**src/nims_pkg.sv**
```systemverilog
// constants and state layout of the nfc interrupt mask and status block
package nims_pkg;

	localparam int          NIMS_GROUPS       = 4;
	localparam logic [7:0]  ADDR_MASK_MAIN    = 8'h16;
	localparam logic [7:0]  ADDR_MASK_TIMER   = 8'h17;
	localparam logic [7:0]  ADDR_MASK_ERROR   = 8'h18;
	localparam logic [7:0]  ADDR_MASK_TARGET  = 8'h19;
	localparam logic [7:0]  ADDR_STAT_MAIN    = 8'h1A;
	localparam logic [7:0]  ADDR_STAT_TIMER   = 8'h1B;
	localparam logic [7:0]  ADDR_STAT_ERROR   = 8'h1C;
	localparam logic [7:0]  ADDR_STAT_TARGET  = 8'h1D;

	// implemented bits per group: main, timer/field, error/wake-up, target
	localparam logic [7:0]  BITS_MAIN         = 8'hFE;
	localparam logic [7:0]  BITS_TIMER        = 8'hFF;
	localparam logic [7:0]  BITS_ERROR        = 8'hFF;
	localparam logic [7:0]  BITS_TARGET       = 8'hFB;
	localparam logic [7:0]  MASK_RESET        = 8'h00;

	// main group bit positions
	localparam int          BIT_OSC           = 7;
	localparam int          BIT_FIFO_LEVEL    = 6;
	localparam int          BIT_RX_START      = 5;
	localparam int          BIT_RX_END        = 4;
	localparam int          BIT_TX_END        = 3;
	localparam int          BIT_COLLISION     = 2;
	localparam int          BIT_RX_RESTART    = 1;

	localparam int          FIFO_CNT_W        = 10;
	localparam logic [9:0]  FIFO_RX_LEVEL     = 10'h12C;
	localparam logic [9:0]  FIFO_TX_LEVEL     = 10'h0C8;

	typedef struct packed {
		logic [NIMS_GROUPS-1:0][7:0] mask;
		logic [NIMS_GROUPS-1:0][7:0] stat;
		logic                        osc_prev;
		logic                        rx_lvl_prev;
		logic                        tx_lvl_prev;
		logic [7:0]                  rdata;
		logic                        irq;
	} nims_state_s;

endpackage

```
**src/nims_irq_ctrl.sv**
```systemverilog
// interrupt mask and read-to-clear status registers with interrupt output
`timescale 1ns/1ns

//////////////////////////////////////////////////////////////////////////////////////////
// Contract
// - main mask bits 7..1 block oscillator, fifo, rx, tx, collision, restart; bit 0 unused.
// - timer and field mask bits 7..0 block command, timeouts, field events, guard and bit rate.
// - error and wake-up mask bits 7..0 block crc, parity, framing and the four wake-up causes.
// - target mask bits 7..0 block target events from field-wait timer down, bit 2 reserved.
// - a mask bit at 1 blocks its source, at 0 enables it, and all mask bits reset to 0.
// - main status is read-only with flags in bits 7..1 and bit 0 reserved.
// - the oscillator-stable flag is set when the enabled oscillator becomes stable.
// - while receiving the fifo level flag is set when the fifo holds more than 300 bytes.
// - while transmitting the fifo level flag is set when the fifo holds fewer than 200 bytes.
// - rx restart flag bit 1 is set when a frame is discarded as disturbance and rx restarts.
// - reading a status register clears all its flags to 0, except a flag whose event arrives in the same cycle, which stays set.
// - timer and field status bits 7..0 record timer_field_evt bit for bit, independent of the timer and field mask.
module nims_irq_ctrl
	import nims_pkg::*;
(
	input  wire logic                  clk_sys,
	input  wire logic                  rst,
	input  wire logic [7:0]            reg_addr,
	input  wire logic                  reg_wr,
	input  wire logic [7:0]            reg_wdata,
	input  wire logic                  reg_rd,
	output logic      [7:0]            reg_rdata,
	input  wire logic                  osc_stable,
	input  wire logic                  rx_active,
	input  wire logic                  tx_active,
	input  wire logic [FIFO_CNT_W-1:0] fifo_count,
	input  wire logic                  rx_start,
	input  wire logic                  rx_end,
	input  wire logic                  tx_end,
	input  wire logic                  bit_collision,
	input  wire logic                  em_disturbance,
	input  wire logic [7:0]            timer_field_evt,
	input  wire logic [7:0]            error_wakeup_evt,
	input  wire logic [7:0]            target_evt,
	output logic                       irq
);

	localparam logic [NIMS_GROUPS-1:0][7:0] GROUP_BITS =
		{BITS_TARGET, BITS_ERROR, BITS_TIMER, BITS_MAIN};

	nims_state_s                 st;
	nims_state_s                 next_st;
	logic [NIMS_GROUPS-1:0][7:0] ev;
	logic                        rx_lvl;
	logic                        tx_lvl;

	//////////////////////////////////////////////////////////////////////////////////////
	always_comb begin
		next_st = st;
		rx_lvl = rx_active && (fifo_count > FIFO_RX_LEVEL);
		tx_lvl = tx_active && (fifo_count < FIFO_TX_LEVEL);
		ev = '0;
		ev[0][BIT_OSC] = osc_stable && !st.osc_prev;
		ev[0][BIT_FIFO_LEVEL] = (rx_lvl && !st.rx_lvl_prev) || (tx_lvl && !st.tx_lvl_prev);
		ev[0][BIT_RX_START] = rx_start;
		ev[0][BIT_RX_END] = rx_end;
		ev[0][BIT_TX_END] = tx_end;
		ev[0][BIT_COLLISION] = bit_collision;
		ev[0][BIT_RX_RESTART] = em_disturbance;
		ev[1] = timer_field_evt;
		ev[2] = error_wakeup_evt;
		ev[3] = target_evt;
		next_st.osc_prev = osc_stable;
		next_st.rx_lvl_prev = rx_lvl;
		next_st.tx_lvl_prev = tx_lvl;
		next_st.rdata = 8'h00;
		for (int i = 0; i < NIMS_GROUPS; i++) begin
			// reserved bits never stored
			if (reg_wr && reg_addr == ADDR_MASK_MAIN + 8'(i)) begin
				next_st.mask[i] = reg_wdata & GROUP_BITS[i];
			end
			if (reg_rd && reg_addr == ADDR_MASK_MAIN + 8'(i)) begin
				next_st.rdata = st.mask[i];
			end
			if (reg_rd && reg_addr == ADDR_STAT_MAIN + 8'(i)) begin
				next_st.rdata = st.stat[i];
			end
			// a new event wins over the read clear
			if (reg_rd && reg_addr == ADDR_STAT_MAIN + 8'(i)) begin
				next_st.stat[i] = ev[i] & GROUP_BITS[i];
			end else begin
				next_st.stat[i] = (st.stat[i] | ev[i]) & GROUP_BITS[i];
			end
		end
		next_st.irq = 1'b0;
		for (int i = 0; i < NIMS_GROUPS; i++) begin
			next_st.irq = next_st.irq | (|(next_st.stat[i] & ~next_st.mask[i]));
		end
	end

	always_ff @(posedge clk_sys) begin
		if (rst) begin
			st <= '0;
		end else begin
			st <= next_st;
		end
	end

	assign reg_rdata = st.rdata;
	assign irq = st.irq;

	//////////////////////////////////////////////////////////////////////////////////////
	reset_mask_a: assert property (@(posedge clk_sys)
		$past(rst) |-> (st.mask == '0 && !irq))
		else $error("masks not cleared by reset");

	irq_relation_a: assert property (@(posedge clk_sys) disable iff (rst)
		irq == (|(st.stat & ~st.mask)))
		else $error("irq does not follow unmasked flags");

	read_clear_a: assert property (@(posedge clk_sys) disable iff (rst)
		(reg_rd && reg_addr == ADDR_STAT_ERROR && error_wakeup_evt == 8'h00)
		|=> (st.stat[2] == 8'h00 && reg_rdata == $past(st.stat[2])))
		else $error("error status not cleared or returned on read");

	osc_flag_a: assert property (@(posedge clk_sys) disable iff (rst)
		$rose(osc_stable) |=> st.stat[0][BIT_OSC])
		else $error("oscillator flag not set");

	fifo_rx_a: assert property (@(posedge clk_sys) disable iff (rst)
		(rx_active && fifo_count > FIFO_RX_LEVEL && !st.rx_lvl_prev)
		|=> st.stat[0][BIT_FIFO_LEVEL])
		else $error("fifo level flag missed in receive");

	fifo_tx_a: assert property (@(posedge clk_sys) disable iff (rst)
		(tx_active && fifo_count < FIFO_TX_LEVEL && !st.tx_lvl_prev)
		|=> st.stat[0][BIT_FIFO_LEVEL])
		else $error("fifo level flag missed in transmit");

	restart_flag_a: assert property (@(posedge clk_sys) disable iff (rst)
		em_disturbance |=> st.stat[0][BIT_RX_RESTART])
		else $error("restart flag not set");

	main_readonly_a: assert property (@(posedge clk_sys) disable iff (rst)
		(reg_wr && reg_addr == ADDR_STAT_MAIN && !reg_rd)
		|=> (st.stat[0] & $past(st.stat[0])) == $past(st.stat[0])
			&& (st.stat[0] & ~BITS_MAIN) == 8'h00)
		else $error("main status changed by write");

	timer_flag_a: assert property (@(posedge clk_sys) disable iff (rst)
		(timer_field_evt != 8'h00)
		|=> ((st.stat[1] & $past(timer_field_evt)) == $past(timer_field_evt)))
		else $error("timer status missed event");

	mask_store_a: assert property (@(posedge clk_sys) disable iff (rst)
		(reg_wr && reg_addr == ADDR_MASK_TARGET)
		|=> st.mask[3] == ($past(reg_wdata) & BITS_TARGET))
		else $error("target mask not stored");

	mask_block_a: assert property (@(posedge clk_sys) disable iff (rst)
		(st.mask == GROUP_BITS) |-> !irq)
		else $error("masked source raised irq");

	mask_main_a: assert property (@(posedge clk_sys) disable iff (rst)
		(reg_wr && reg_addr == ADDR_MASK_MAIN)
		|=> st.mask[0] == ($past(reg_wdata) & BITS_MAIN))
		else $error("main mask not stored");

	mask_timer_a: assert property (@(posedge clk_sys) disable iff (rst)
		(reg_wr && reg_addr == ADDR_MASK_TIMER)
		|=> st.mask[1] == ($past(reg_wdata) & BITS_TIMER))
		else $error("timer mask not stored");

	mask_error_a: assert property (@(posedge clk_sys) disable iff (rst)
		(reg_wr && reg_addr == ADDR_MASK_ERROR)
		|=> st.mask[2] == ($past(reg_wdata) & BITS_ERROR))
		else $error("error mask not stored");

	mask_hold_a: assert property (@(posedge clk_sys) disable iff (rst)
		!(reg_wr && reg_addr >= ADDR_MASK_MAIN && reg_addr <= ADDR_MASK_TARGET)
		|=> st.mask == $past(st.mask))
		else $error("mask changed without a mask write");

	rsvd_mask_a: assert property (@(posedge clk_sys) disable iff (rst)
		(st.mask[0] & ~BITS_MAIN) == 8'h00
		&& (st.mask[3] & ~BITS_TARGET) == 8'h00)
		else $error("reserved mask bit stored");

	rsvd_stat_a: assert property (@(posedge clk_sys) disable iff (rst)
		(st.stat[0] & ~BITS_MAIN) == 8'h00
		&& (st.stat[3] & ~BITS_TARGET) == 8'h00)
		else $error("reserved status bit set");

	main_read_clear_a: assert property (@(posedge clk_sys) disable iff (rst)
		(reg_rd && reg_addr == ADDR_STAT_MAIN)
		|=> (st.stat[0] == ($past(ev[0]) & BITS_MAIN) && reg_rdata == $past(st.stat[0])))
		else $error("main status not cleared or returned on read");

	timer_read_clear_a: assert property (@(posedge clk_sys) disable iff (rst)
		(reg_rd && reg_addr == ADDR_STAT_TIMER)
		|=> (st.stat[1] == ($past(timer_field_evt) & BITS_TIMER) && reg_rdata == $past(st.stat[1])))
		else $error("timer status not cleared or returned on read");

	target_read_clear_a: assert property (@(posedge clk_sys) disable iff (rst)
		(reg_rd && reg_addr == ADDR_STAT_TARGET)
		|=> (st.stat[3] == ($past(target_evt) & BITS_TARGET) && reg_rdata == $past(st.stat[3])))
		else $error("target status not cleared or returned on read");

	set_wins_a: assert property (@(posedge clk_sys) disable iff (rst)
		(reg_rd && reg_addr == ADDR_STAT_MAIN && em_disturbance)
		|=> st.stat[0][BIT_RX_RESTART])
		else $error("restart flag lost to read clear");

	stat_keep_main_a: assert property (@(posedge clk_sys) disable iff (rst)
		!(reg_rd && reg_addr == ADDR_STAT_MAIN)
		|=> (st.stat[0] & $past(st.stat[0])) == $past(st.stat[0]))
		else $error("main flag dropped without a read");

	stat_keep_timer_a: assert property (@(posedge clk_sys) disable iff (rst)
		!(reg_rd && reg_addr == ADDR_STAT_TIMER)
		|=> (st.stat[1] & $past(st.stat[1])) == $past(st.stat[1]))
		else $error("timer flag dropped without a read");

	stat_keep_error_a: assert property (@(posedge clk_sys) disable iff (rst)
		!(reg_rd && reg_addr == ADDR_STAT_ERROR)
		|=> (st.stat[2] & $past(st.stat[2])) == $past(st.stat[2]))
		else $error("error flag dropped without a read");

	stat_keep_target_a: assert property (@(posedge clk_sys) disable iff (rst)
		!(reg_rd && reg_addr == ADDR_STAT_TARGET)
		|=> (st.stat[3] & $past(st.stat[3])) == $past(st.stat[3]))
		else $error("target flag dropped without a read");

	rx_start_flag_a: assert property (@(posedge clk_sys) disable iff (rst)
		rx_start
		|=> st.stat[0][BIT_RX_START])
		else $error("rx start flag not set");

	rx_end_flag_a: assert property (@(posedge clk_sys) disable iff (rst)
		rx_end
		|=> st.stat[0][BIT_RX_END])
		else $error("rx end flag not set");

	tx_end_flag_a: assert property (@(posedge clk_sys) disable iff (rst)
		tx_end
		|=> st.stat[0][BIT_TX_END])
		else $error("tx end flag not set");

	collision_flag_a: assert property (@(posedge clk_sys) disable iff (rst)
		bit_collision
		|=> st.stat[0][BIT_COLLISION])
		else $error("collision flag not set");

	error_flag_a: assert property (@(posedge clk_sys) disable iff (rst)
		(error_wakeup_evt != 8'h00)
		|=> ((st.stat[2] & $past(error_wakeup_evt)) == $past(error_wakeup_evt)))
		else $error("error status missed event");

	target_flag_a: assert property (@(posedge clk_sys) disable iff (rst)
		(target_evt != 8'h00)
		|=> ((st.stat[3] & $past(target_evt) & BITS_TARGET) == ($past(target_evt) & BITS_TARGET)))
		else $error("target status missed event");

	rdata_idle_a: assert property (@(posedge clk_sys) disable iff (rst)
		!reg_rd
		|=> reg_rdata == 8'h00)
		else $error("read data not idle");

	mask_read_main_a: assert property (@(posedge clk_sys) disable iff (rst)
		(reg_rd && reg_addr == ADDR_MASK_MAIN)
		|=> reg_rdata == $past(st.mask[0]))
		else $error("main mask read wrong");

	mask_read_target_a: assert property (@(posedge clk_sys) disable iff (rst)
		(reg_rd && reg_addr == ADDR_MASK_TARGET)
		|=> reg_rdata == $past(st.mask[3]))
		else $error("target mask read wrong");

	unmapped_read_a: assert property (@(posedge clk_sys) disable iff (rst)
		(reg_rd && (reg_addr < ADDR_MASK_MAIN || reg_addr > ADDR_STAT_TARGET))
		|=> reg_rdata == 8'h00)
		else $error("unmapped read not zero");

	fifo_idle_a: assert property (@(posedge clk_sys) disable iff (rst)
		(!rx_active && !tx_active)
		|-> !ev[0][BIT_FIFO_LEVEL])
		else $error("fifo level event while idle");

	fifo_rx_quiet_a: assert property (@(posedge clk_sys) disable iff (rst)
		(rx_active && !tx_active && fifo_count <= FIFO_RX_LEVEL)
		|-> !ev[0][BIT_FIFO_LEVEL])
		else $error("fifo level event below receive level");

	fifo_tx_quiet_a: assert property (@(posedge clk_sys) disable iff (rst)
		(tx_active && !rx_active && fifo_count >= FIFO_TX_LEVEL)
		|-> !ev[0][BIT_FIFO_LEVEL])
		else $error("fifo level event above transmit level");

	osc_level_a: assert property (@(posedge clk_sys) disable iff (rst)
		(!osc_stable || st.osc_prev)
		|-> !ev[0][BIT_OSC])
		else $error("oscillator event without a rising edge");

	irq_unmask_a: assert property (@(posedge clk_sys) disable iff (rst)
		(st.mask == '0 && st.stat != '0)
		|-> irq)
		else $error("unmasked flag did not raise irq");

	reset_stat_a: assert property (@(posedge clk_sys)
		$past(rst)
		|-> (st.stat == '0 && reg_rdata == 8'h00))
		else $error("status or read data not cleared by reset");

endmodule

```
**config.mk**
```make
export PLATFORM = sky130hd
export DESIGN_NAME = nims_irq_ctrl
export DESIGN_NICKNAME = d
export VERILOG_FILES = /design/src/nims_pkg.sv /design/src/nims_irq_ctrl.sv
export SDC_FILE = /design/constraint.sdc
export NUM_CORES = 1
export LEC_CHECK = 0
export ABC_AREA = 1
export BUFFER_PORTS_ARGS = -buffer_cell sky130_fd_sc_hd__buf_2
export CAP_MARGIN = 10
export CORE_UTILIZATION = 40
export CTS_CLUSTER_SIZE = 40
export DETAILED_ROUTE_END_ITERATION = 8
export GPL_TIMING_DRIVEN = 0
export PLACE_DENSITY = 0.62
export SETUP_SLACK_MARGIN = 0.05
export SLEW_MARGIN = 20
export SYNTH_ARGS = -nofsm -noshare
export SYNTH_HDL_FRONTEND = slang
export SYNTH_SLANG_ARGS = --single-unit
export TNS_END_PERCENT = 30
```
**constraint.sdc**
```tcl
create_clock -name clk_sys -period 2.6 [get_ports clk_sys]
set_input_delay 0.78 -clock clk_sys [delete_from_list [all_inputs] [get_ports clk_sys]]
set_output_delay 0.78 -clock clk_sys [all_outputs]
set_load 0.05 [all_outputs]
```
Word level (Yosys, flattened, before mapping)
Index checks and enable logic that the tools add are counted. W data, S select, Z words.

$lt $le $gt $ge: 2. Reduce and logical (&&, ||, !) cells: 25. Muxes and demuxes: 16. Bitwise gates (word level): 15. Equality and inequality tests: 8.

Operator list (number): $mux W8 (16); $eq A8 B5 Y1 const B (8); $and A8 B8 Y8 (4); $not A8 Y8 (4); $or A8 B8 Y8 (4); $reduce_or A8 Y1 (4); $logic_and A1 B1 Y1 (17); $gt A10 B9 Y1 const B (1); $lt A10 B8 Y1 const B (1); $logic_not A1 Y1 (3); $or A1 B1 Y1 (3); $logic_or A1 B1 Y1 (1).

Logic and storage cells: 79. Bits in registers: 76. Output and inout port bits: 9.

Depth between registers and ports, before layout
Gate-level depths: netlist (run 1).

Depth after elaboration: 11. Mapped depth: 15. Gate-level depth less buffers: 14.

Least setup slack after synthesis (run 1)
Ideal clock, no wire load.

Kind: in2reg. From: input port reg_addr[5]. To: register st (netlist bit irq). Stages on the path: 13. Setup slack: 0.590 ns. Library setup time: 0.109 ns. Path buffers: 1. Arrival: 1.901 ns. Cells stage by stage: inv_2 -> nand2_2 -> nor2_8 -> buf_8 -> nand3_1 -> inv_1 -> o21bai_1 -> nand3_1 -> nand2_1 -> nor3_2 -> nand3_1 -> nand2_1 -> inv_1.

Word-level cells in the longest chain between the ends: 9. Elaborated cells on any way between the ends: 39.

Ends and longest elaborated chain: from (decl) (line nims_irq_ctrl.sv:23) `input wire logic [7:0] reg_addr,`; $eq A8 B5 Y1 (line nims_irq_ctrl.sv:74) `if (reg_wr && reg_addr == ADDR_MASK_MAIN + 8'(i)) begin`; $logic_and A1 B1 Y1 (line nims_irq_ctrl.sv:74); $mux W8 (line nims_irq_ctrl.sv:74); $not A8 Y8 (line nims_irq_ctrl.sv:92) `next_st.irq = next_st.irq | (|(next_st.stat[i] & ~next_st.mask[i]));`; $and A8 B8 Y8 (line nims_irq_ctrl.sv:92); $reduce_or A8 Y1 (line nims_irq_ctrl.sv:92); $or A1 B1 Y1 (2 in series) (line nims_irq_ctrl.sv:92); $or A1 B1 Y1 (*) (line nims_irq_ctrl.sv:92); to (signal assigned) (line nims_irq_ctrl.sv:100) `st <= next_st;`; to (decl) (line nims_irq_ctrl.sv:46) `nims_state_s st;`.

Mark *: on every way between the ends. The rest lies on a longest branch, timed or not. A chain may end at the register's enable or synchronous reset.

Worst setup path after layout (run 1)
Ends and elaborated chain as after synthesis.

==> results of run 1 <==
-- layer usage --
metal  wire length (µm)  vias to the layer above  share of wire
li1                   -                     1964              -
met1               4930                     1717           0.46
met2               4980                      130           0.46
met3                638                       26          0.059
met4                281                        0          0.026
met5                  0                        -              0
-- how the worst min path moves through the flow --
stage	endpoint	slack (ns)
CTS	reg_rdata[7]$_SDFF_PP0_	0.45
global route	st[70]$_SDFF_PP0_	0.48
detailed placement	reg_rdata[5]$_SDFF_PP0_	0.44
finish	reg_rdata[7]$_SDFF_PP0_	0.45
floorplan	reg_rdata[7]$_SDFF_PP0_	0.43
global placement	reg_rdata[4]$_SDFF_PP0_	0.44
-- through the flow --
stage,worst slack [ns],cells
after CTS,0.439,791
final,0.390,791
after detailed placement,0.0662,775
after global placement,0.0834,775
after floorplan,0.590,578
after global routing,0.211,791
-- cell type report --
class,count,area [µm²],share of cell area
Sequential cell,74,1480,0.326
Buffer,22,143,0.0314
Multi-Input combinational cell,385,1840,0.405
Timing Repair Buffer,68,340,0.0749
Inverter,97,364,0.0802
Clock buffer,11,151,0.0333
Clock inverter,5,61.3,0.0135
Tap cell,129,161,0.0355
-- logic make-up after synthesis --
logic type / share of synthesized area
flops: 0.387
buf+inv: 0.132
compound gates: 0.110
simple gates: 0.370
-- cells in the final DEF (no fill, tap or decap), drive strengths merged, types with 5 or more instances in the layout --
master / instances
nand2: 188
inv: 98
buf: 83
dfxtp: 74
nor2: 63
a21oi: 46
nand3: 29
nand4: 24
clkbuf: 18
o21ai: 15
o22ai: 5
-- where the power goes --
part           internal (µW)  switching (µW)  leakage (µW)
clock network            499             462     0.0000982
logic                   94.6             166       0.00171
registers               1170            17.4      0.000607
total                   1760             646       0.00241
-- worst min-delay path, stage by stage (launching register included) --
cell	delay [ns]
dfxtp_1	0.32
nand2_1	0.06
nand2_1	0.04
-- flip-flops by register name, summed over array words and instances, names as in the netlist --
register   cells
st            65
irq            1
reg_rdata      8
-- Yosys cell counts, types with 4 or more instances --
| cell type | number |
|---|---|
| a21oi_1 | 46 |
| buf_4 | 10 |
| clkbuf_1 | 7 |
| dfxtp_1 | 74 |
| inv_1 | 92 |
| inv_2 | 5 |
| nand2_1 | 183 |
| nand2_2 | 4 |
| nand3_1 | 21 |
| nand3_2 | 5 |
| nand4_1 | 24 |
| nor2_1 | 55 |
| nor2_4 | 5 |
| o21ai_0 | 8 |
| o21ai_1 | 7 |
| o22ai_1 | 5 |
==> run_results.csv, run 1 <==
group,metric,value,unit
setup_path,critPathKind,"in2reg",
die,floorplan.initialDensity,0.414,
global_route,busiest_layer,"met2",
timing,setup_viol,0,
setup_path,path_cells,"buf_2 -> inv_2 -> nand2_2 -> nor2_8 -> buf_8 -> nand3_1 -> inv_1 -> o21bai_1 -> nand3_1 -> nand2_1 -> nor3_2 -> nand3_1 -> nand2_1 -> inv_1",
routing,drt-pass1-iter-count,5,
cts,cts.sinks,74,
final_layout,post-route-util,0.492,
worst_hold_path,whs_path_depth,2,
setup_path,critPathLaunch,"reg_addr[5]",
routing,drc,0,
synthesis,synth_edf_count,0,
global_route,grt_pass1_vias,3627,
setup_path,crit_end,"irq$_SDFF_PP0_",
job,max-cap-violations,0,
worst_hold_path,hold_class,"reg2reg",
final_layout,layout.nets,719,
global_route,grt-ovfl-total,0,
routing,avgRoutedWirePerCell,13.7,µm
global_route,grt_pass1_wl,17400,µm
timing,finalCritPeriodShare,0.850,
synthesis,synth_cells,578,
synthesis,synthFlopType,"dfxtp_1",
synthesis,avgSynthCellArea,6.62,µm²
cts,cts_buffer_depth,2,
setup_path,slowest_stage,"inv_1",
cts,h-tree-depth,3,
global_route,gr-usage-met2,0.376,
setup_path,critPathMaxFanout,10,
cts,cts_made_buffers,9,
final_layout,area_growth_syn_to_layout,18.7,%
routing,drt_iter0_markers,285,
final_layout,nFillCells,974,
global_route,grtUsageMet3,0.0390,
placed_design,hpwl,8250,µm
global_route,grt_use_total,0.230,
routing,num_vias,3837,
die,die_w,99.8,µm
synthesis,yosys.cell_types.count,32,
die,die_area,9960,µm²
cts,post_cts_buffers,0,
global_route,use_met1,0.301,
power_and_ir_drop,p_leak,0.00241,µW
final_layout,drive_above_1_share,0.192,
setup_path,timing.rr.end,"irq$_SDFF_PP0_",
die,rows,35,
timing,slew_viol_final,0,
setup_path,path_buf_inv,5,
synthesis,yosys.area.top_type,"dfxtp_1",
timing,maxSlewHeadroom,0.546,
setup_path,reg2regPathDepth,11,
setup_path,timing.rr.start,"st[63]$_SDFF_PP0_",
cts,cts_resized,0,
timing,holdWs,0.451,ns
setup_path,reg2reg_slack,1.24,ns
timing,grt_setup_unrepaired,"false",
setup_path,arrival,2.47,ns
synthesis,synth_seq_cells,74,
synthesis,synthArstFlopShare,0,
cts,insertion_delay,0.36,ns
synthesis,synth.area.top_cells,"dfxtp_1 39%, nand2_1 18%, inv_1 9.0%",
final_layout,num_antenna_cells,0,
timing,clock.fmax,0.452,GHz
cts,root_buffer,"clkbuf_8",
synthesis,synth_nets,640,
setup_path,critPathLaunchType,"input pin",
setup_path,required,2.86,ns
die,ios,71,
timing,finalHoldViolCount,0,
worst_hold_path,hold_start,"st[43]$_SDFF_PP0_",
setup_path,cpPeakStageDelay,0.27,ns
timing,skew,0.00912,ns
synthesis,yosysSeqAreaShare,0.387,
global_route,grt_max_degree,14,
synthesis,yosysWarnings,0,
power_and_ir_drop,peakVddDrop,0.318,mV
power_and_ir_drop,power_per_cell_area,530,nW/µm²
die,chipHeight,99.8,µm
routing,ant_nets,0,
power_and_ir_drop,fin_total_pwr,2410,µW
setup_path,path_depth,14,
outcome,status,"finished, final reports clean",
timing,finalSetupTns,0,ns
timing,fin_crit,2.21,ns
cts,hold_buffers,0,
synthesis,syn_area,3830,µm²
setup_path,critPathCaptureType,"flop",
cts,cts_tree,"done",
timing,worst_slew_pin_slew,0.682,ns
final_layout,finish.instance_area,4540,µm²
routing,wl,10800,µm
die,core,9240,µm²
placed_design,postPlaceCellArea,4330,µm²
synthesis,synth_top_area_frac,0.387,
global_route,antenna_found_initial,0,
placed_design,gp_congestion,0.883,
cts,clk_pin_slew,0.09,ns
routing,via_per_inst,4.85,
placed_design,numPortBuffers,68,
setup_path,crit_family,"simple AND/OR/NAND/NOR gates",
setup_path,crit_path_frequent_cell,"nand3_1",
(Power assumes the default switching activity.)
==> run 2: changes to the inputs <==
REMOVE_ABC_BUFFERS = 1   (was default)
==> run_results.csv, run 2 (synthesized netlist as in run 1, its figures left out) <==
group,metric,value,unit
outcome,status,"finished, final reports clean",
placed_design,postPlaceCellArea,4190,µm²
cts,cts.sinks,74,
timing,finalHoldViolCount,0,
final_layout,final_common_cell,"nand2_1",
placed_design,gp_congestion,0.846,
timing,worst_slew_pin_slew,0.713,ns
timing,maxSlewHeadroom,0.525,
power_and_ir_drop,power_per_cell_area,539,nW/µm²
setup_path,required,2.85,ns
routing,num_vias,3707,
global_route,antenna_found_initial,0,
die,chipHeight,99.8,µm
cts,h-tree-depth,3,
cts,cts_made_buffers,9,
placed_design,dp_cells,754,
timing,clock.fmax,0.441,GHz
setup_path,critPathCaptureType,"flop",
timing,slew_viol_final,0,
global_route,grt_pass1_vias,3425,
final_layout,layout_common_cells,"183 x nand2_1, 92 x inv_1, 74 x dfxtp_1",
final_layout,post-route-util,0.486,
setup_path,critPathMaxFanout,11,
setup_path,critPathLaunchType,"input pin",
timing,holdWs,0.449,ns
power_and_ir_drop,p_leak,0.00238,µW
final_layout,finish.instance_area,4490,µm²
worst_hold_path,hold_class,"reg2reg",
timing,setup_viol,0,
routing,ant_nets,0,
setup_path,critPathKind,"in2reg",
final_layout,fin_cells,778,
final_layout,largest_reg_flops,65,
job,max-cap-violations,0,
placed_design,numPortBuffers,69,
timing,grt_setup_unrepaired,"false",
final_layout,top_register,"st",
final_layout,num_antenna_cells,0,
routing,drt_iter0_markers,237,
cts,clk_pin_slew,0.08,ns
routing,via_per_inst,4.76,
cts,cts_tree,"done",
die,ios,71,
die,core,9240,µm²
global_route,grt_use_total,0.211,
die,die_area,9960,µm²
global_route,grt-ovfl-total,0,
cts,cts_buffer_depth,2,
cts,root_buffer,"clkbuf_8",
cts,cts_resized,0,
setup_path,arrival,2.52,ns
power_and_ir_drop,peakVddDrop,0.287,mV
die,rows,35,
die,die_w,99.8,µm
routing,wl,10100,µm
timing,skew,0.00974,ns
routing,avgRoutedWirePerCell,12.9,µm
routing,drt-pass1-iter-count,4,
final_layout,area_growth_syn_to_layout,17.3,%
timing,fin_crit,2.27,ns
timing,finalSetupTns,0,ns
routing,drc,0,
timing,finalCritPeriodShare,0.872,
final_layout,drive_above_1_share,0.186,
die,floorplan.initialDensity,0.414,
cts,insertion_delay,0.36,ns
global_route,grt_pass1_wl,16100,µm
placed_design,hpwl,7400,µm
final_layout,layout.nets,706,
global_route,grt_max_degree,67,
run 2: cell types whose count changed in the layout (fill, tap and decap cells not counted), moves of 2 or more:
cell,previous run,this run
clkbuf_1,7,0
buf_2,71,68
buf_4,10,7
clkbuf_8,11,9
clkinv_2,0,2
run 2: routing by layer:
| metal | GRT usage | vias to the layer above | share of wire |
|---|---|---|---|
| met5 | 0 | - | 0 |
| met4 | 0.0848 | 0 | 0.021 |
| met3 | 0.0341 | 17 | 0.053 |
| met2 | 0.342 | 100 | 0.47 |
| met1 | 0.281 | 1650 | 0.46 |
| li1 | - | 1940 | - |
run 2: worst paths after layout:
kind                     start                       to  slack (ns)  cells after the start
max reg2reg  st[63]$_SDFF_PP0_           irq$_SDFF_PP0_        1.25                     11
max                reg_addr[6]           irq$_SDFF_PP0_        0.33                     16
min reg2reg  st[40]$_SDFF_PP0_  reg_rdata[4]$_SDFF_PP0_        0.45                      2
min          st[40]$_SDFF_PP0_  reg_rdata[4]$_SDFF_PP0_        0.45                      2
run 2: per-stage QoR:
stage | setup slack [ns] | total power [µW]
detailed placement | -0.293 | 1460
floorplan | 0.304 | 1350
global route | 0.187 | 2530
finish | 0.332 | 2420
global placement | -0.278 | 1450
CTS | 0.0894 | 2440
run 2: layout make-up:
| cell class | instances | area (µm²) |
|---|---|---|
| flip-flops and latches | 74 | 1480 |
| well taps | 129 | 161 |
| clock buffers | 9 | 124 |
| fillers | 948 | 4750 |
| repair buffers | 76 | 413 |
| multi-input cells | 386 | 1850 |
| clock inverters | 7 | 93.8 |
| inverters | 97 | 364 |
run 2: timing repair:
item,4_1_cts,5_1_grt
endpoints found under the setup margin,0,1
setup buffers,0,7
hold buffers,0,0
run 2: where the power goes:
group	internal (µW)	leakage, µW	total (µW)	switching (µW)
registers	1170	0.000607	1190	17.2
logic	93.8	0.00166	254	160
clock network	538	0.000105	978	440
run 2: critical path, cell delays in order:
cell and delay [ns]:
buf_2 0.10, inv_1 0.06, nand2_2 0.13, nor2_8 0.22, buf_12 0.14, nand3_2 0.20, nand2_1 0.13, nand2_1 0.07
nand2_1 0.12, nand2_1 0.07, nor2_1 0.10, nand2_1 0.05, nor2_1 0.13, nand3_1 0.09, nand2_1 0.09, inv_1 0.05
==> run 3: changes to the inputs <==
RECOVER_POWER = 100   (was default)
==> run_results.csv, run 3 (synthesized netlist as in run 1, its figures left out) <==
group,metric,value,unit
outcome,status,"finished, final reports clean",
final_layout,nFillCells,956,
cts,root_buffer,"clkbuf_8",
routing,drt-pass1-iter-count,4,
setup_path,critPathMaxFanout,8,
final_layout,num_antenna_cells,0,
power_and_ir_drop,fin_total_pwr,2420,µW
global_route,grt_use_total,0.211,
cts,insertion_delay,0.36,ns
routing,ant_nets,0,
global_route,grt_max_degree,67,
placed_design,postPlaceCellArea,4190,µm²
cts,cts_tree,"done",
power_and_ir_drop,p_leak,0.00234,µW
routing,drc,0,
setup_path,reg2reg_slack,1.25,ns
die,chipHeight,99.8,µm
placed_design,hpwl,7400,µm
final_layout,largest_reg_flops,65,
setup_path,slowest_stage,"nand3_1",
cts,cts_buffer_depth,2,
cts,hold_buffers,0,
global_route,grt_pass1_vias,3425,
power_and_ir_drop,power_per_cell_area,542,nW/µm²
die,rows,35,
global_route,grt_pass1_wl,16100,µm
timing,clock.fmax,0.425,GHz
setup_path,cpPeakStageDelay,0.28,ns
die,ios,71,
setup_path,path_cells,"buf_2 -> inv_1 -> nand2_2 -> nor2_8 -> buf_4 -> nand3_1 -> nand2_1 -> nand2_1 -> nand3_1 -> nand2_1 -> nor2_1 -> nand2_1 -> nor2_1 -> nand3_1 -> nand2_1 -> inv_1",
global_route,antenna_found_initial,0,
timing,finalHoldViolCount,0,
cts,cts.sinks,74,
die,floorplan.initialDensity,0.414,
timing,worst_slew_pin_slew,0.702,ns
power_and_ir_drop,peakVddDrop,0.288,mV
timing,finalCritPeriodShare,0.904,
global_route,grt-ovfl-total,0,
worst_hold_path,whs_path_depth,2,
setup_path,path_buf_inv,4,
setup_path,critPathCaptureType,"flop",
worst_hold_path,whs_endpoint,"reg_rdata[4]$_SDFF_PP0_",
routing,wl,10100,µm
final_layout,finish.instance_area,4470,µm²
timing,grt_setup_unrepaired,"false",
setup_path,critPathKind,"in2reg",
die,die_w,99.8,µm
final_layout,final_common_cell,"nand2_1",
setup_path,arrival,2.61,ns
routing,avgRoutedWirePerCell,13.0,µm
final_layout,layout_common_cells,"183 x nand2_1, 92 x inv_1, 74 x dfxtp_1",
final_layout,area_growth_syn_to_layout,16.8,%
setup_path,reg2regPathDepth,11,
setup_path,critPathLaunch,"reg_addr[6]",
setup_path,crit_family,"simple AND/OR/NAND/NOR gates",
setup_path,timing.rr.end,"irq$_SDFF_PP0_",
placed_design,numPortBuffers,69,
routing,num_vias,3721,
final_layout,drive_above_1_share,0.169,
worst_hold_path,hold_class,"reg2reg",
job,max-cap-violations,0,
die,core,9240,µm²
placed_design,gp_congestion,0.846,
routing,drt_iter0_markers,233,
cts,h-tree-depth,3,
cts,clk_pin_slew,0.08,ns
setup_path,critPathLaunchType,"input pin",
worst_hold_path,hold_start,"st[40]$_SDFF_PP0_",
setup_path,crit_path_frequent_cell,"nand2_1",
timing,fin_crit,2.35,ns
timing,skew,0.00850,ns
final_layout,top_register,"st",
die,die_area,9960,µm²
timing,maxSlewHeadroom,0.532,
setup_path,timing.rr.start,"st[63]$_SDFF_PP0_",
setup_path,required,2.86,ns
final_layout,layout.nets,706,
timing,setup_viol,0,
routing,via_per_inst,4.78,
cts,cts_made_buffers,9,
timing,slew_viol_final,0,
==> run 3: changes by cell type in the layout (fill, tap and decap cells not counted), sizes merged <==
cell and delta:
buf -11, clkbuf +11
==> run 3: worst max-delay path by stage <==
stage                         endpoint  slack (ns)  cells after the start
3_5_place_dp            irq$_SDFF_PP0_       -0.29                     15
2_1_floorplan           irq$_SDFF_PP0_        0.30                     14
4_1_cts                 irq$_SDFF_PP0_        0.09                     15
5_1_grt                 irq$_SDFF_PP0_        0.12                     16
6_report                irq$_SDFF_PP0_        0.25                     16
3_3_place_gp   reg_rdata[1]$_SDFF_PP0_       -0.28                      6
==> run 3: area by class of cell <==
| type | instances | area (µm²) | area share |
|---|---|---|---|
| timing repair buffer | 76 | 400 | 0.0896 |
| clock buffer | 9 | 124 | 0.0277 |
| inverter | 97 | 364 | 0.0814 |
| sequential | 74 | 1480 | 0.331 |
| tap | 129 | 161 | 0.0361 |
| multi-input combinational | 386 | 1850 | 0.413 |
| clock inverter | 7 | 93.8 | 0.0210 |
==> run 3: what timing repair did <==
item / 4_1_cts / 5_1_grt
endpoints found under the setup margin: 0 / 1
resized for setup: 0 / 0
setup buffers: 0 / 7
==> run 3: through the flow <==
stage          TNS [ns]  instances  hold slack, ns  setup WS, ns  utilization
2_1_floorplan         0        556           0.426         0.304            -
3_3_place_gp      -1.79        754           0.435        -0.278        0.454
3_5_place_dp     -0.293        754           0.441        -0.293        0.454
4_1_cts               0        770           0.455        0.0894        0.477
5_1_grt               0        778           0.472         0.117        0.484
6_report              0        778           0.449         0.249        0.484
==> run 3: tightest hold or removal path, stage by stage, from the launching register on <==
cell and delay [ns]:
dfxtp_1 0.31, nand2_1 0.06, nand2_1 0.04
==> run 3: power by group <==
part | internal [µW] | switching (µW)
logic | 93.0 | 160
clock network | 538 | 444
registers | 1170 | 17.3
==> run 3: layer usage <==
layer / wire, µm / vias to the layer above / global-route usage
met1: 4680 / 1681 / 0.281
met4: 154 / 0 / 0.0848
met3: 490 / 13 / 0.0341
met5: 0 / - / 0
li1: - / 1939 / -
met2: 4750 / 88 / 0.342
